**config.mk**
```make
export PLATFORM = sky130hd
export DESIGN_NAME = ipor_regs
export DESIGN_NICKNAME = d
export VERILOG_FILES = /design/src/ipor_pkg.sv /design/src/ipor_sync_if.sv /design/src/ipor_pin_sync.sv /design/src/ipor_regs.sv
export SDC_FILE = /design/constraint.sdc
export NUM_CORES = 1
export LEC_CHECK = 0
export BUFFER_PORTS_ARGS = -buffer_cell sky130_fd_sc_hd__buf_2
export CORE_ASPECT_RATIO = 1.75
export CORE_UTILIZATION = 48
export DETAILED_ROUTE_END_ITERATION = 12
export PLACE_DENSITY = 0.85
export SLEW_MARGIN = 20
export SYNTH_ARGS = -nofsm -noshare
export SYNTH_HDL_FRONTEND = slang
export SYNTH_SLANG_ARGS = --single-unit
```
**constraint.sdc**
```tcl
create_clock -name clk -period 2.9 [get_ports clk]
set_clock_uncertainty 0.15 [all_clocks]
set_input_delay 0.145 -clock clk [delete_from_list [all_inputs] [get_ports clk]]
set_output_delay 0.145 -clock clk [all_outputs]
set_load 0.02 [all_outputs]
```
**src/ipor_pkg.sv**
```systemverilog
// Purpose: Constants for the identification and pin override register bank
// Assumes: Register access by index over the device's serial register port
// Notes:   Operation list below
//
// Operation
// Four-bit upper customer tag nibble, no operational effect, one-time programmable.
// Four-bit silicon revision field is read-only; host writes ignored.
// 32-bit user info field in low identification bits, one-time programmable.
// Reset request and gate both 1 hold whole chip in reset.
// Reset request never self clears; host clears request or gate.
// Gate bit 0, its default, makes reset request ignored.
// Reference override 1: control bit switches reference copy driver.
// Reference override 0: pin switches driver; control bit reads pin level.
// Driver four override 1: control bit switches driver four.
// Driver four override 0: pin switches driver; bit reads pin, read-only.
// Drivers two to four run only while second synthesis loop enabled.
// Driver three override 1: control bit switches driver three.
// Driver three override 0: pin controls driver; bit reads pin, ignores writes.
// Driver two override 1: control bit switches driver two.
// Driver two override 0: pin controls driver; bit reads pin, read-only.
// 16-bit protection mask makes masked registers permanently read-only to writes.
// Enable pins synchronised before readback or driver control.
// Override register bits 23 to 20 read 0 and ignore writes.
package ipor_pkg;
    localparam logic [3:0] ADDR_TAG     = 4'h1;
    localparam logic [3:0] ADDR_PINS    = 4'h2;
    localparam int         TAG_W        = 48;
    localparam int         PINS_W       = 24;
    localparam int         BIT_HOLD     = 19;
    localparam int         BIT_GATE     = 18;
    localparam int         BIT_REF      = 17;
    localparam int         BIT_REF_OVR  = 16;
    localparam int         BIT_D4       = 15;
    localparam int         BIT_D4_OVR   = 14;
    localparam int         BIT_D3       = 13;
    localparam int         BIT_D3_OVR   = 12;
    localparam int         BIT_D2       = 11;
    localparam int         BIT_D2_OVR   = 10;
    localparam int         NUM_PINS     = 4;
    localparam logic [23:0] PINS_WMASK  = 24'h0FFC00;
    localparam logic [23:0] PINS_RESET  = 24'h000000;
    localparam logic [7:0]  PRODUCT_ID  = 8'h5A;  // Arbitrary value
    localparam logic [3:0]  REVISION    = 4'h1;   // Arbitrary value
endpackage : ipor_pkg

```
**src/ipor_sync_if.sv**
```systemverilog
// Purpose: Carries raw and synchronised enable pins
// Assumes: Single clock
// Notes:   Bit order ref, two, three, four
`timescale 1ns/1ns
interface ipor_sync_if;
    logic [3:0] raw;
    logic [3:0] synced;
    modport src (output raw, input synced);
    modport snk (input raw, output synced);
endinterface : ipor_sync_if

```
**src/ipor_pin_sync.sv**
```systemverilog
// Purpose: Two-flop synchroniser for the external enable pins
// Assumes: Synchronous active-low reset
// Notes:   First stage is read by the second stage only
`timescale 1ns/1ns
module ipor_pin_sync (
    input wire logic    clk,
    input wire logic    rstn,
    ipor_sync_if.snk    pins
);
    logic [3:0] meta_r;
    logic [3:0] meta_nxt;
    logic [3:0] sync_r;
    logic [3:0] sync_nxt;

    always_comb begin
        meta_nxt = pins.raw;
        sync_nxt = meta_r;
    end

    always_ff @(posedge clk) begin
        if (!rstn) begin
            meta_r <= 4'h0;
            sync_r <= 4'h0;
        end else begin
            meta_r <= meta_nxt;
            sync_r <= sync_nxt;
        end
    end

    assign pins.synced = sync_r;
endmodule : ipor_pin_sync

```
**src/ipor_regs.sv**
```systemverilog
// Purpose: Identification register and pin readback/override register
// Assumes: Register port writes whole registers with a one-cycle strobe
// Notes:   Reads are combinational from flops; one-time programming load is a strobe
`timescale 1ns/1ns
module ipor_regs #(
    parameter int NUM_DRV = ipor_pkg::NUM_PINS,
    parameter int PROT_W  = 16
) (
    input  wire logic        clk,
    input  wire logic        rstn,
    input  wire logic [3:0]  reg_addr,
    input  wire logic        reg_wr,
    input  wire logic [47:0] reg_wdata,
    output logic      [47:0] reg_rdata,
    input  wire logic        otp_load,
    input  wire logic [3:0]  otp_tag_hi,
    input  wire logic [31:0] otp_user_info,
    input  wire logic [PROT_W-1:0] otp_protect,
    input  wire logic        reference_copy_enable_pin,
    input  wire logic        driver_two_enable_pin,
    input  wire logic        driver_three_enable_pin,
    input  wire logic        driver_four_enable_pin,
    input  wire logic        second_synth_loop,
    output logic             reference_copy_driver,
    output logic             clock_driver_two,
    output logic             clock_driver_three,
    output logic             clock_driver_four,
    output logic             chip_hold_reset
);
    logic [3:0]  tag_hi_r;
    logic [3:0]  tag_hi_nxt;
    logic [31:0] user_info_r;
    logic [31:0] user_info_nxt;
    logic [PROT_W-1:0] protect_r;
    logic [PROT_W-1:0] protect_nxt;
    logic [23:0] pins_r;
    logic [23:0] pins_nxt;
    logic [3:0]  drv_r;
    logic [3:0]  drv_nxt;
    logic        hold_r;
    logic        hold_nxt;
    logic [3:0]  pin_lvl;
    logic [23:0] pins_view;
    logic        wr_tag;
    logic        wr_pins;
    logic [3:0]  drv_sel;
    logic [3:0]  drv_gate;

    ////////////////////////////////////////////////////////////////////////////
    // Elaboration checks: the map has four driver pairs, the mask must reach index 2
    if (NUM_DRV != 4) begin : g_bad_num_drv
        $error("ipor_regs: NUM_DRV must be 4");
    end
    if (PROT_W <= ipor_pkg::ADDR_PINS) begin : g_bad_prot_w
        $error("ipor_regs: PROT_W too small for the pin register");
    end

    ////////////////////////////////////////////////////////////////////////////
    // Bit positions of driver idx, in pin order ref, two, three, four
    function automatic int ctl_pos(input int idx);
        case (idx)
            0:       ctl_pos = ipor_pkg::BIT_REF;
            1:       ctl_pos = ipor_pkg::BIT_D2;
            2:       ctl_pos = ipor_pkg::BIT_D3;
            default: ctl_pos = ipor_pkg::BIT_D4;
        endcase
    endfunction : ctl_pos

    function automatic int ovr_pos(input int idx);
        case (idx)
            0:       ovr_pos = ipor_pkg::BIT_REF_OVR;
            1:       ovr_pos = ipor_pkg::BIT_D2_OVR;
            2:       ovr_pos = ipor_pkg::BIT_D3_OVR;
            default: ovr_pos = ipor_pkg::BIT_D4_OVR;
        endcase
    endfunction : ovr_pos

    ipor_sync_if sif ();
    assign sif.raw = {driver_four_enable_pin, driver_three_enable_pin,
                      driver_two_enable_pin, reference_copy_enable_pin};

    ipor_pin_sync u_sync (
        .clk  (clk),
        .rstn (rstn),
        .pins (sif.snk)
    );
    assign pin_lvl = sif.synced;

    ////////////////////////////////////////////////////////////////////////////
    // Write decode; protected registers silently drop writes
    always_comb begin
        wr_tag  = reg_wr && reg_addr == ipor_pkg::ADDR_TAG
                  && !protect_r[ipor_pkg::ADDR_TAG];
        wr_pins = reg_wr && reg_addr == ipor_pkg::ADDR_PINS
                  && !protect_r[ipor_pkg::ADDR_PINS];
    end

    ////////////////////////////////////////////////////////////////////////////
    // Identification fields; programming overrides a same-cycle serial write
    always_comb begin
        tag_hi_nxt    = tag_hi_r;
        user_info_nxt = user_info_r;
        if (wr_tag) begin
            tag_hi_nxt    = reg_wdata[39:36];
            user_info_nxt = reg_wdata[31:0];
        end
        if (otp_load) begin
            tag_hi_nxt    = otp_tag_hi;
            user_info_nxt = otp_user_info;
        end
    end

    always_ff @(posedge clk) begin
        if (!rstn) begin
            tag_hi_r    <= 4'h0;
            user_info_r <= 32'h0000_0000;
        end else begin
            tag_hi_r    <= tag_hi_nxt;
            user_info_r <= user_info_nxt;
        end
    end

    ////////////////////////////////////////////////////////////////////////////
    // Protection mask; bits only ever set, so the host cannot undo a lock
    always_comb begin
        protect_nxt = protect_r;
        if (otp_load) begin
            protect_nxt = protect_r | otp_protect;
        end
    end

    always_ff @(posedge clk) begin
        if (!rstn) begin
            protect_r <= {PROT_W{1'b0}};
        end else begin
            protect_r <= protect_nxt;
        end
    end

    ////////////////////////////////////////////////////////////////////////////
    // Pin register; unused top nibble never stored
    always_comb begin
        pins_nxt = pins_r;
        if (wr_pins) begin
            pins_nxt = reg_wdata[23:0] & ipor_pkg::PINS_WMASK;
        end
    end

    always_ff @(posedge clk) begin
        if (!rstn) begin
            pins_r <= ipor_pkg::PINS_RESET;
        end else begin
            pins_r <= pins_nxt;
        end
    end

    ////////////////////////////////////////////////////////////////////////////
    // Per driver source: override bit picks the stored bit, else the synchronised pin
    for (genvar i = 0; i < NUM_DRV; i++) begin : g_drv
        localparam int CTL = ctl_pos(i);
        localparam int OVR = ovr_pos(i);
        assign drv_sel[i] = pins_r[OVR] ? pins_r[CTL]
                                        : pin_lvl[i];
        // Reference copy driver does not depend on the second loop
        assign drv_gate[i] = (i == 0) ? 1'b1 : second_synth_loop;
    end

    ////////////////////////////////////////////////////////////////////////////
    // Driver enables registered, so a pin change reaches them as one clean edge
    always_comb begin
        drv_nxt = drv_sel & drv_gate;
    end

    always_ff @(posedge clk) begin
        if (!rstn) begin
            drv_r <= 4'h0;
        end else begin
            drv_r <= drv_nxt;
        end
    end

    ////////////////////////////////////////////////////////////////////////////
    // Chip hold follows the stored bits only; nothing here clears the request
    always_comb begin
        hold_nxt = pins_r[ipor_pkg::BIT_HOLD] && pins_r[ipor_pkg::BIT_GATE];
    end

    always_ff @(posedge clk) begin
        if (!rstn) begin
            hold_r <= 1'b0;
        end else begin
            hold_r <= hold_nxt;
        end
    end

    ////////////////////////////////////////////////////////////////////////////
    // Readback; non-overridden control bits show the synchronised pin
    always_comb begin
        pins_view = pins_r;
        for (int i = 0; i < NUM_DRV; i++) begin
            pins_view[ctl_pos(i)] = drv_sel[i];
        end
        case (reg_addr)
            ipor_pkg::ADDR_TAG:  reg_rdata = {ipor_pkg::PRODUCT_ID, tag_hi_r,
                                              ipor_pkg::REVISION, user_info_r};
            ipor_pkg::ADDR_PINS: reg_rdata = {24'h000000, pins_view};
            default:             reg_rdata = 48'h0000_0000_0000;
        endcase
    end

    assign reference_copy_driver = drv_r[0];
    assign clock_driver_two      = drv_r[1];
    assign clock_driver_three    = drv_r[2];
    assign clock_driver_four     = drv_r[3];
    assign chip_hold_reset       = hold_r;
endmodule : ipor_regs

```
**Word-level counts from Yosys, hierarchy flattened**

Cells that the tools add are included.

- Bits in latches: 0
- Bits in writable memories: 0
- Memories kept: 0
- Bits of input ports: 113
- ROM bits: 0
- Register bits after elaboration: 75

- Multiply operators: 0
- Reduce and logical (&&, ||, !) cells: 8
- Divide/modulo/power cells: 0
- Multiplexer cells: 9
- Add/subtract/negate cells: 0
- Shifts and indexed selects: 0
- Eq/ne operators: 2
- $lt $le $gt $ge: 0
- Bitwise gates (word level): 2

Operators with widths:

| kind | number |
|---|---|
| one-hot mux 47 bit (2 select lines) | 1 |
| two-way mux 32 bit | 2 |
| bitwise OR 16 bit | 1 |
| two-way mux 4 bit | 2 |
| logical AND 1 bit | 5 |
| bitwise AND 4 bit | 1 |
| equality test 4 x 1 -> 1 bit (second input constant) | 1 |
| equality test 4 x 2 -> 1 bit (second input constant) | 1 |
| two-way mux 1 bit | 4 |
| logical NOT 1 bit | 2 |
| nonzero test 2 bit | 1 |

**Depth between registers and ports, before layout**

Gate-level depths: netlist of the first run.

- Depth after elaboration: 5
- Depth in mapped cells: 5
- Depth with buffers taken out: 3

**Cells and area by module**

Synthesis of the first run repeated with hierarchy kept, for this count alone.

- Cell total of the unflattened synthesis: 351
- Area, all modules: 3086.7 sq um

By module, submodules not included:

| module | area an instance (sq um) | cells an instance | sequential area each (sq um) | instances |
|---|---|---|---|---|
| ipor_regs | 2876.5 | 335 | 1061.0 | 1 |
| ipor_pin_sync | 210.2 | 16 | 160.2 | 1 |

**Least setup slack after synthesis of the first run**

OpenSTA, ideal clock, no wires.

- Kind: input to output
- From: in reg_addr[0]
- To: out reg_rdata[11]
- Stages on the path: 2
- Setup slack: 1.247 ns
- Arrival time: 1.358 ns
- Path buffers: 0
- Required time: 2.605 ns
- Cell sequence: or4b_2 > o21ai_0

- Cells in the longest elaborated chain, start to end: 2
- Elaborated cells on any way between the ends: 3
- Those cells by class: eq/ne (2); mux (1)

RTL lines:

| item | line | source |
|---|---|---|
| start, declared | ipor_regs.sv:11 | `input wire logic [3:0] reg_addr,` |
| equality test 4 x 2 -> 1 bit or equality test 4 x 1 -> 1 bit (tied branches) | ipor_regs.sv:203 | `case (reg_addr)` |
| one-hot mux 47 bit (2 select lines) * | ipor_regs.sv:203 |  |
| end, declared | ipor_regs.sv:14 | `output logic [47:0] reg_rdata,` |

Mark *: on every way between the ends. The rest lies on a longest branch, timed or not.

**Worst setup path after layout of the first run**

- From: in reg_addr[0]
- To: reg user_info_r[0]

- Cells in the longest elaborated chain, start to end: 4

RTL lines:

| item | line | source |
|---|---|---|
| equality test 4 x 1 -> 1 bit | ipor_regs.sv:92 | `wr_tag = reg_wr && reg_addr == ipor_pkg::ADDR_TAG` |
| logical AND 1 bit | ipor_regs.sv:92 |  |
| logical AND 1 bit | ipor_regs.sv:93 | `&& !protect_r[ipor_pkg::ADDR_TAG];` |
| nonzero test 2 bit (no line) | - |  |
| end signal, assigned | ipor_regs.sv:119 | `user_info_r <= user_info_nxt;` |
| end, declared | ipor_regs.sv:32 | `logic [31:0] user_info_r;` |

No other way between the ends.
A chain may end at the register's enable or synchronous reset.

==> results of run 1 <==
## cell type report
type	instances	area, um^2	area share [%]
multi-input combinational	253	1540	35.3
tap	78	97.6	2.24
timing repair buffer	196	1290	29.5
sequential	61	1220	28.0
inverter	2	7.51	0.172
clock buffer	12	165	3.79
clock inverter	4	45.0	1.03
## sequential cells by signal, summed over array words and instances (netlist names)
signal              flops
u_sync.meta_r           4
user_info_r            32
u_sync.pins.synced      4
protect_r               2
pins_r                 10
drv_r                   4
tag_hi_r                4
chip_hold_reset         1
## kinds of logic (layout without fill, tap and decap cells)
| kind of cell | count (synthesis) | count (layout) | share of synthesized area [%] |
|---|---|---|---|
| other | 1 | 7 | 0.124 |
| muxes | 4 | 4 | 1.33 |
| DFF | 61 | 61 | 40.5 |
| buffers and inverters | 48 | 214 | 9.29 |
| AOI/OAI and AO/OA | 116 | 116 | 24.0 |
| and+or+nand+nor | 126 | 126 | 24.8 |
## metrics by stage
stage               instances  hold slack (ns)
CTS                       606          0.00195
global placement          532            0.202
floorplan                 362            0.122
global route              606           0.0151
detailed placement        532            0.222
finish                    606          0.00560
## worst max-delay path: cells and delay by family
family	cells	cell delay, ns
buffers and inverters	2	0.73
AOI/OAI and AO/OA	1	0.45
and+or+nand+nor	2	1.17
## routing by layer
metal | up-vias | wire, um
li1 | 1609 | -
met1 | 1616 | 3670
met2 | 189 | 5220
met3 | 40 | 535
met4 | 0 | 425
met5 | - | 0
## cell usage in the layout, fill, tap and decap left out, types with 2 or more instances in the layout
| cell type | instances |
|---|---|
| nand2_1 | 5 |
| conb_1 | 7 |
| dfxtp_1 | 61 |
| clkinv_2 | 3 |
| buf_4 | 6 |
| a22o_1 | 6 |
| a21oi_1 | 8 |
| a21boi_0 | 10 |
| dlygate4sd3_1 | 58 |
| nand3_1 | 10 |
| nor4_1 | 27 |
| a41oi_1 | 6 |
| nor4_2 | 3 |
| buf_2 | 132 |
| o21ai_0 | 52 |
| mux2i_1 | 4 |
| nor3b_2 | 2 |
| nor2_1 | 33 |
| o21ai_1 | 4 |
| nor2b_1 | 4 |
| a211oi_1 | 30 |
| or3b_1 | 2 |
| and2_1 | 34 |
| clkbuf_8 | 12 |
## report_power, final
| part | internal (mW) | switching [mW] |
|---|---|---|
| registers | 0.884 | 0.0211 |
| clock network | 0.462 | 0.331 |
| logic | 0.153 | 0.166 |
## final timing paths
check                                                         to                        start  cells after the start  slack, ns
worst max-delay path                 user_info_r[0]$_SDFFE_PN0P_                  reg_addr[0]                      5       0.52
worst min-delay path                    tag_hi_r[3]$_SDFFE_PN0P_                reg_wdata[39]                      3      0.006
worst max register to register       user_info_r[0]$_SDFFE_PN0P_    protect_r[1]$_SDFFE_PN0P_                      4       0.54
worst min register to register  u_sync.pins.synced[2]$_SDFF_PN0_  u_sync.meta_r[2]$_SDFF_PN0_                      1       0.29
==> metrics.csv, run 1 <==
stage,metric,value,unit
setup_path,cp.required,3.04,ns
drt,vias,3454,
timing,rsz0062_at_grt,no,
drt,drc_errors,0,
timing,fin_setup_tns,0,ns
logic_synthesis,synth_area,3020,um^2
logic_synthesis,synthArstFlopShare,0,%
die,dieArea,6620,um^2
placed_design,hpwlAfterDp,5.54,mm
global_routing,gr-usage-all-layers,30.9,%
cts,clk_pin_slew,0.07,ns
cts,hold_buffers,58,
timing,worstMarginPinSlew,0.880,ns
cts,numCtsBuffers,9,
logic_synthesis,synth_area_per_cell,8.48,um^2
layout,diodes,0,
setup_path,cp_max_fo,30,
setup_path,critPathLaunchType,primary input,
timing,hold_viol,0,
timing,layout_setup_ws,0.522,ns
timing,setup_viol_count_final,0,
logic_synthesis,yosysMostFrequentCell,dfxtp_1,
die,die_y,107,um
cts,htreeDepth,3,
global_routing,grt_pass1_wl,15.1,mm
global_routing,grt_max_degree,69,
timing,post-route-period-util,82.0,%
drt,ant_nets,0,
cts,post_cts_buffers,0,
cts,tritoncts,done,
power,p_per_area,462,nW/um^2
logic_synthesis,yosysWarnings,0,
die,core-area,5970,um^2
cts,ctsRootBufferMaster,clkbuf_8,
layout,fillCellCount,421,
timing,maxSlewViolCount,0,
die,row_count,37,
run,max_cap_viol_count,0,
logic_synthesis,netlist_top_cells_area,"dfxtp_1 (40%), o21ai_0 (8.6%), a211oi_1 (7.5%)",
layout,area_growth_syn_to_layout,44.5,%
placed_design,port_buffers,132,
placed_design,place.gp.congestion,0.792,
die,die_w,61.9,um
logic_synthesis,synth_edf_count,0,
drt,via_per_inst,5.70,
cts,cts.repair.resized,0,
logic_synthesis,synth.yosys.seq_area_share,40.5,%
layout,drive_gt1_share,31.1,%
logic_synthesis,ys.flop_type,dfxtp_1,
setup_path,cp-end-kind,register,
logic_synthesis,yosys.area.top_type_share,40.5,%
timing,slew_headroom,41.3,%
global_routing,gr-usage-met2,52.0,%
setup_path,crit_chain,buf_2 > nor2b_1 > nand3_2 > a211oi_1 > dlygate4sd3_1,
logic_synthesis,yosys-top-cells-count,"dfxtp_1 (61), o21ai_0 (52), and2_1 (34), nor2_1 (33), a211oi_1 (30)",
power,worst_ir_drop_vdd,299,uV
global_routing,grt_overflow,0,
logic_synthesis,yosysTopAreaCell,dfxtp_1,
drt,wirelength,9.86,mm
layout,stdcell_area,4360,um^2
placed_design,postPlaceCellArea,3570,um^2
global_routing,gr-usage-met3,4.95,%
global_routing,grt_pass1_vias,3409,
global_routing,antenna_found_initial,0,
placed_design,dpl_worst_slack,0.743,ns
setup_path,cpMaxStageDelayCell,nand3_2,
drt,detailedRoute.firstPassIterationCount,5,
setup_path,slowest_delay,0.69,ns
global_routing,grt_use_met1,33.4,%
min_path,min_path_type,in2reg,
power,p_leak,1.90,nW
setup_path,cp.arrival,2.51,ns
logic_synthesis,ys_ff_latch,61,
drt,wl_per_cell,16.3,um
die,io_pins,166,
global_routing,top_usage_layer,met2,
cts,cts_sinks,61,
drt,drt-initial-drc-count,216,
timing,fin_crit,2.38,ns
power,power,2.02,mW
setup_path,critPathKind,in2reg,
logic_synthesis,synth_cell_type_count,31,
cts,clockBufferDepth,2,
logic_synthesis,synthCells,356,
run_status,outcome,finished clean,
layout,utilization,73.0,%
timing,fmax,0.420,GHz
cts,clock_latency,0.34,ns
layout,layout.nets,636,
die,start_util,50.5,%
(Power assumes the default switching activity.)
==> run 2: changes to the inputs <==
- CORE_UTILIZATION: 48 -> 45
- PLACE_DENSITY: 0.85 -> 0.81
- clock period: 2.9 -> 2.35 ns (I/O delays scaled with it)
==> run 2 against run 1 <==
The flow now finishes with violations (hold timing). Final area up 4.4%. Utilization shrank 2.8 points. First-iteration DRC count rose by 44%. Wire length rose by 3.8%. Sequential share of layout area is 1.2 points lower. Final cell count is 2.1% higher. Via count up 2.6%. Total power rose by 46%.
==> metrics.csv, run 2 (same netlist as run 1, synthesis figures left out) <==
stage,metric,value,unit,change
cts,ctsRootBufferMaster,clkbuf_16,,
min_path,min_path_type,in2reg,,
layout,layout_common_cells,"buf_2 (132), dfxtp_1 (61), dlygate4sd3_1 (61)",,
drt,highest_layer,met4,,
placed_design,port_buffers,132,,unchanged
setup_path,cp-end-kind,register,,
timing,fin_crit,2.17,ns,
timing,setup_viol_count_final,0,,unchanged
timing,fin_setup_tns,0,ns,unchanged
setup_path,regToRegSetupSlack,0.18,ns,-0.36 ns
placed_design,postPlaceCellArea,3610,um^2,+0.98%
cts,cts_sinks,61,,unchanged
run,max_cap_viol_count,0,,unchanged
drt,dr_wl_met2,5.51,mm,+5.6%
power,p_per_area,647,nW/um^2,+40%
timing,post-route-period-util,92.4,%,
layout,largest_register_ffs,32,,unchanged
setup_path,r2r_cells,5,,+1
drt,via_per_inst,5.72,,+0.42%
setup_path,critPathKind,reg2reg,,
die,core-area,6490,um^2,+8.7%
cts,tritoncts,done,,
drt,wirelength,10.2,mm,+3.8%
die,row_count,39,,+5.4%
global_routing,grt_pass1_vias,3415,,+0.18%
min_path,min-delay-start,otp_tag_hi[1],,
min_path,whs_path_depth,3,,unchanged
timing,hold_viol,1,,+1
cts,post_cts_buffers,0,,unchanged
cts,clockBufferDepth,2,,unchanged
global_routing,antenna_found_initial,0,,unchanged
layout,top_register,user_info_r,,
layout,stdcell_area,4560,um^2,+4.4%
setup_path,cp_max_fo,24,,-20%
placed_design,hpwlAfterDp,5.65,mm,+2.0%
global_routing,gr-usage-all-layers,28.8,%,-2.0 points
power,worst_ir_drop_vdd,576,uV,+92%
setup_path,rr_startpoint,protect_r[1]$_SDFFE_PN0P_,,
min_path,whs_endpoint,tag_hi_r[1]$_SDFFE_PN0P_,,
setup_path,r2r_end,user_info_r[28]$_SDFFE_PN0P_,,
cts,clk_pin_slew,0.05,ns,-0.02 ns
timing,slew_headroom,40.3,%,-1.0 points
drt,vias,3543,,+2.6%
setup_path,cp.required,2.41,ns,-0.63 ns
timing,rsz0062_at_grt,no,,
global_routing,grt_max_degree,58,,-16%
drt,wl_met1,3.69,mm,+0.44%
power,p_leak,1.99,nW,+4.4%
cts,numCtsBuffers,9,,unchanged
drt,detailedRoute.firstPassIterationCount,4,,-1
timing,maxSlewViolCount,0,,unchanged
global_routing,grt_overflow,0,,unchanged
die,die_y,110,um,+3.2%
run_status,outcome,finished with violations,,
run_status,violations,hold timing,,
setup_path,cp.arrival,2.23,ns,-0.28 ns
drt,drt-initial-drc-count,312,,+44%
timing,worstMarginPinSlew,0.895,ns,+0.0155 ns
drt,drc_errors,0,,unchanged
placed_design,place.gp.congestion,0.794,,+0.29%
layout,final_common_cell,buf_2,,
cts,clock_latency,0.32,ns,-0.02 ns
timing,hold-worst-slack,-0.00188,ns,-0.00748 ns
layout,layout.nets,643,,+1.1%
die,io_pins,166,,unchanged
die,start_util,46.5,%,-4.0 points
layout,top_regs,"user_info_r (32), pins_r (10)",,
setup_path,critPathLaunchType,register,,
die,die_w,63.9,um,+3.2%
drt,met3_length,627,um,+17%
power,power,2.95,mW,+46%
die,dieArea,7050,um^2,+6.5%
drt,ant_nets,0,,unchanged
cts,htreeDepth,3,,unchanged
layout,drive_gt1_share,31.2,%,+0.15 points
timing,fmax,0.461,GHz,
drt,wl_per_cell,16.5,um,+1.7%
layout,area_growth_syn_to_layout,51.0,%,
global_routing,grt_pass1_wl,15.4,mm,+2.2%
==> run 2: cell count changes in the layout (fill, tap and decap cells not counted), sizes merged <==
cell	delta
clkinv	-1
dlygate4sd3	+3
buf	+4
bufinv	+1
diode	+2
==> run 2: how the worst max path moves through the flow <==
stage | cells after the start | to | slack (ns) | from
final | 5 | user_info_r[28]$_SDFFE_PN0P_ | 0.18 | protect_r[1]$_SDFFE_PN0P_
after global placement | 5 | user_info_r[25]$_SDFFE_PN0P_ | 0.60 | reg_addr[0]
after floorplan | 2 | reg_rdata[11] | 0.75 | reg_addr[0]
after global routing | 5 | user_info_r[28]$_SDFFE_PN0P_ | 0.15 | protect_r[1]$_SDFFE_PN0P_
after CTS | 4 | user_info_r[2]$_SDFFE_PN0P_ | 0.10 | protect_r[1]$_SDFFE_PN0P_
after detailed placement | 5 | user_info_r[13]$_SDFFE_PN0P_ | 0.53 | reg_addr[0]
==> run 2: report_power, final <==
group / switching, mW / leakage (nW) / internal (mW)
Clock: 0.437 / 0.163 / 0.981
Sequential: 0.0271 / 0.503 / 1.09
Combinational: 0.212 / 1.32 / 0.197
Total: 0.677 / 1.99 / 2.27
==> run 2: area by class of cell <==
cell class / count / area (um^2)
clock buffers: 12 / 256
diodes: 2 / 5.00
well taps: 82 / 103
clock inverters: 4 / 70.1
inverters: 2 / 7.51
flip-flops and latches: 61 / 1220
repair buffers: 203 / 1350
multi-input cells: 253 / 1550
fillers: 453 / 1930
==> run 2: per-stage QoR <==
step                worst slack, ns  hold WS [ns]  instances  utilization [%]
finish                        0.178      -0.00188        619             70.2
global route                  0.151        0.0130        617             70.1
CTS                           0.101      0.000269        617             70.0
detailed placement            0.525         0.183        540             55.6
global placement              0.599         0.172        540             55.6
floorplan                     0.752        0.0948        362                -
==> run 2: worst max-delay path: stages, from the launching register on <==
cell and delay, ns:
dfxtp_1 0.31, or3b_1 0.39, buf_4 0.23, nor4_1 0.29, a211oi_1 0.10, dlygate4sd3_1 0.58
==> run 2: repair_timing <==
item | 4_1_cts | 5_1_grt
hold endpoints to repair | 52 | 0
hold buffers | 61 | 0
resized for setup | 0 | 1
setup endpoints to repair | 0 | 7
==> run 2: layer usage <==
metal,up-vias,track usage (%)
li1,1633,-
met1,1640,29.1
met4,0,21.3
met2,228,52.1
met5,-,0
met3,42,5.35
==> run 3: changes to the inputs <==
--- a/config.mk
+++ b/config.mk
@@ -11,2 +11,3 @@
 export DETAILED_ROUTE_END_ITERATION = 12
+export GPL_TIMING_DRIVEN = 1
 export PLACE_DENSITY = 0.81
==> constraint.sdc (replaced) <==
create_clock -name clk -period 2.35 [get_ports clk]
set_clock_uncertainty 0.15 [all_clocks]
set_input_delay 0.5875 -clock clk [delete_from_list [all_inputs] [get_ports clk]]
set_output_delay 0.5875 -clock clk [all_outputs]
set_load 0.02 [all_outputs]
==> run 3 against run 2 <==
Worst setup slack lost 0.27 ns. The flow finishes with violations (setup timing). Via count shrank 7.4%. Combinational power shrank 11%. Wire length shrank 3.6%. Utilization shrank 1.8 points. Die area is the same. Count of clock-buffer cells in the layout is the same. Non-clock buffer count shrank 46. First-iteration DRC count is the same. Sequential share of layout area grew 0.69 points. Register-to-register slack gained 0.57 ns. Sequential power is essentially flat.
==> metrics.csv, run 3 (same netlist as run 1, synthesis figures left out) <==
stage,metric,value,unit,change
run_status,outcome,finished with violations,,
run_status,violations,setup timing,,
setup_path,cp.required,1.61,ns,-0.80 ns
timing,maxSlewViolCount,0,,unchanged
cts,cts_sinks,61,,unchanged
run,max_cap_viol_count,0,,unchanged
layout,fillCellCount,514,,+13%
min_path,min_path_type,reg2reg,,
timing,fmax,0.409,GHz,-11%
cts,numCtsBuffers,9,,unchanged
power,p_per_area,656,nW/um^2,+1.4%
timing,layout_setup_ws,-0.0937,ns,-0.272 ns
global_routing,antenna_found_initial,0,,unchanged
timing,worstMarginPinSlew,0.597,ns,-0.298 ns
min_path,min-delay-start,u_sync.meta_r[1]$_SDFF_PN0_,,
global_routing,grt_pass1_wl,14.6,mm,-5.3%
cts,htreeDepth,3,,unchanged
setup_path,startpoint,reg_addr[3],,
cts,clockBufferDepth,2,,unchanged
die,die_y,110,um,unchanged
timing,hold-worst-slack,0.276,ns,+0.278 ns
power,p_leak,1.88,nW,-5.5%
setup_path,cp_max_fo,8,,-67%
layout,top_regs,"user_info_r (32), pins_r (10)",,
drt,via_per_inst,5.75,,+0.42%
setup_path,r2r_cells,4,,-1
layout,drive_gt1_share,42.7,%,+12 points
setup_path,r2r_end,user_info_r[22]$_SDFFE_PN0P_,,
setup_path,cp-end-kind,output pin,,
die,io_pins,166,,unchanged
setup_path,regToRegSetupSlack,0.75,ns,+0.57 ns
setup_path,rr_startpoint,protect_r[1]$_SDFFE_PN0P_,,
layout,diodes,0,,-2
placed_design,postPlaceCellArea,3680,um^2,+2.2%
timing,post-route-period-util,104,%,+12 points
setup_path,cp.arrival,1.71,ns,-0.52 ns
placed_design,hpwlAfterDp,5.98,mm,+5.9%
timing,fin_setup_tns,-2.13,ns,-2.13 ns
cts,clk_pin_slew,0.05,ns,about the same
layout,area_growth_syn_to_layout,47.2,%,
power,worst_ir_drop_vdd,442,uV,-23%
layout,stdcell_area,4440,um^2,-2.5%
layout,utilization,68.4,%,-1.8 points
global_routing,grt_pass1_vias,3121,,-8.6%
global_routing,grt_overflow,0,,unchanged
setup_path,critPathKind,in2out,,
global_routing,grt_max_degree,47,,-19%
setup_path,critPathLaunchType,primary input,,
die,dieArea,7050,um^2,unchanged
timing,slew_headroom,60.1,%,+20 points
min_path,whs_path_depth,1,,-2
die,row_count,39,,unchanged
cts,clock_latency,0.32,ns,about the same
cts,tritoncts,done,,
drt,vias,3282,,-7.4%
placed_design,port_buffers,132,,unchanged
layout,final_common_cell,buf_2,,
layout,top_register,user_info_r,,
die,die_w,63.9,um,unchanged
placed_design,dpl.cell_count,547,,+1.3%
die,core-area,6490,um^2,unchanged
placed_design,place.gp.congestion,0.834,,+5.1%
drt,wl_per_cell,17.3,um,+4.5%
drt,wirelength,9.86,mm,-3.6%
layout,layout_common_cells,"buf_2 (92), dfxtp_1 (61), o21ai_0 (48)",,
die,start_util,46.5,%,unchanged
layout,stdcell_count,571,,-7.8%
timing,hold_viol,0,,-1
drt,drc_errors,0,,unchanged
layout,layout.nets,597,,-7.2%
global_routing,gr-usage-all-layers,27.4,%,-1.4 points
timing,fin_crit,2.44,ns,+0.272 ns
cts,ctsRootBufferMaster,clkbuf_16,,
drt,ant_nets,0,,unchanged
timing,rsz0062_at_grt,yes,,
min_path,whs_endpoint,u_sync.pins.synced[1]$_SDFF_PN0_,,
drt,detailedRoute.firstPassIterationCount,5,,+1
timing,setup_viol_count_final,36,,+36
layout,largest_register_ffs,32,,unchanged
cts,hold_buffers,0,,-100%
drt,drt-initial-drc-count,312,,unchanged
[run 3: changes by cell type in the layout (fill, tap and decap cells not counted), sizes merged]
cell	delta
dlygate4sd3	-61
buf	+14
clkbuf	+1
diode	-2
[run 3: repair_timing]
item                                    in CTS  in global routing
endpoints found under the setup margin      36                 41
setup buffers                                5                  2
hold endpoints to repair                     0                  0
resized for setup                           81                 33
gates cloned                                 1                  1
pin swaps                                    9                  4
[run 3: layout make-up]
| class | instances | area (um^2) | share of cell area [%] |
|---|---|---|---|
| Timing Repair Buffer | 157 | 1170 | 26.3 |
| Clock buffer | 12 | 256 | 5.77 |
| Tap cell | 82 | 103 | 2.31 |
| Multi-Input combinational cell | 253 | 1610 | 36.3 |
| Clock inverter | 4 | 70.1 | 1.58 |
| Inverter | 2 | 7.51 | 0.169 |
| Sequential cell | 61 | 1220 | 27.5 |
[run 3: through the flow]
step / worst slack [ns] / power, mW
finish: -0.0937 / 2.92
global placement: -0.177 / 1.45
CTS: -0.0779 / 2.91
detailed placement: -0.184 / 1.46
floorplan: -0.0487 / 1.33
global route: -0.132 / 3.02
[run 3: power breakdown]
group / switching, mW / leakage, nW / internal, mW / total (mW)
Combinational: 0.201 / 1.21 / 0.162 / 0.364
Sequential: 0.0311 / 0.503 / 1.09 / 1.12
Clock: 0.446 / 0.163 / 0.982 / 1.43
Total: 0.679 / 1.88 / 2.24 / 2.92
[run 3: worst max-delay path by stage]
stage	endpoint
floorplan	reg_rdata[11]
global placement	reg_rdata[17]
detailed placement	reg_rdata[15]
CTS	reg_rdata[17]
global route	reg_rdata[10]
finish	reg_rdata[10]
[run 3: critical path, stage by stage]
cell and delay, ns:
buf_8 0.10, buf_6 0.11, nor4b_4 0.28, buf_6 0.18
buf_8 0.13, a22o_1 0.18, buf_6 0.13
[run 3: routing by layer]
metal | share of wire [%] | wire length [um] | vias up | GRT usage [%]
met3 | 4.7 | 461 | 28 | 5.14
met5 | 0 | 0 | - | 0
met2 | 54 | 5290 | 158 | 49.5
met4 | 3.3 | 326 | 0 | 18.3
li1 | - | - | 1533 | -
met1 | 38 | 3780 | 1563 | 28.4
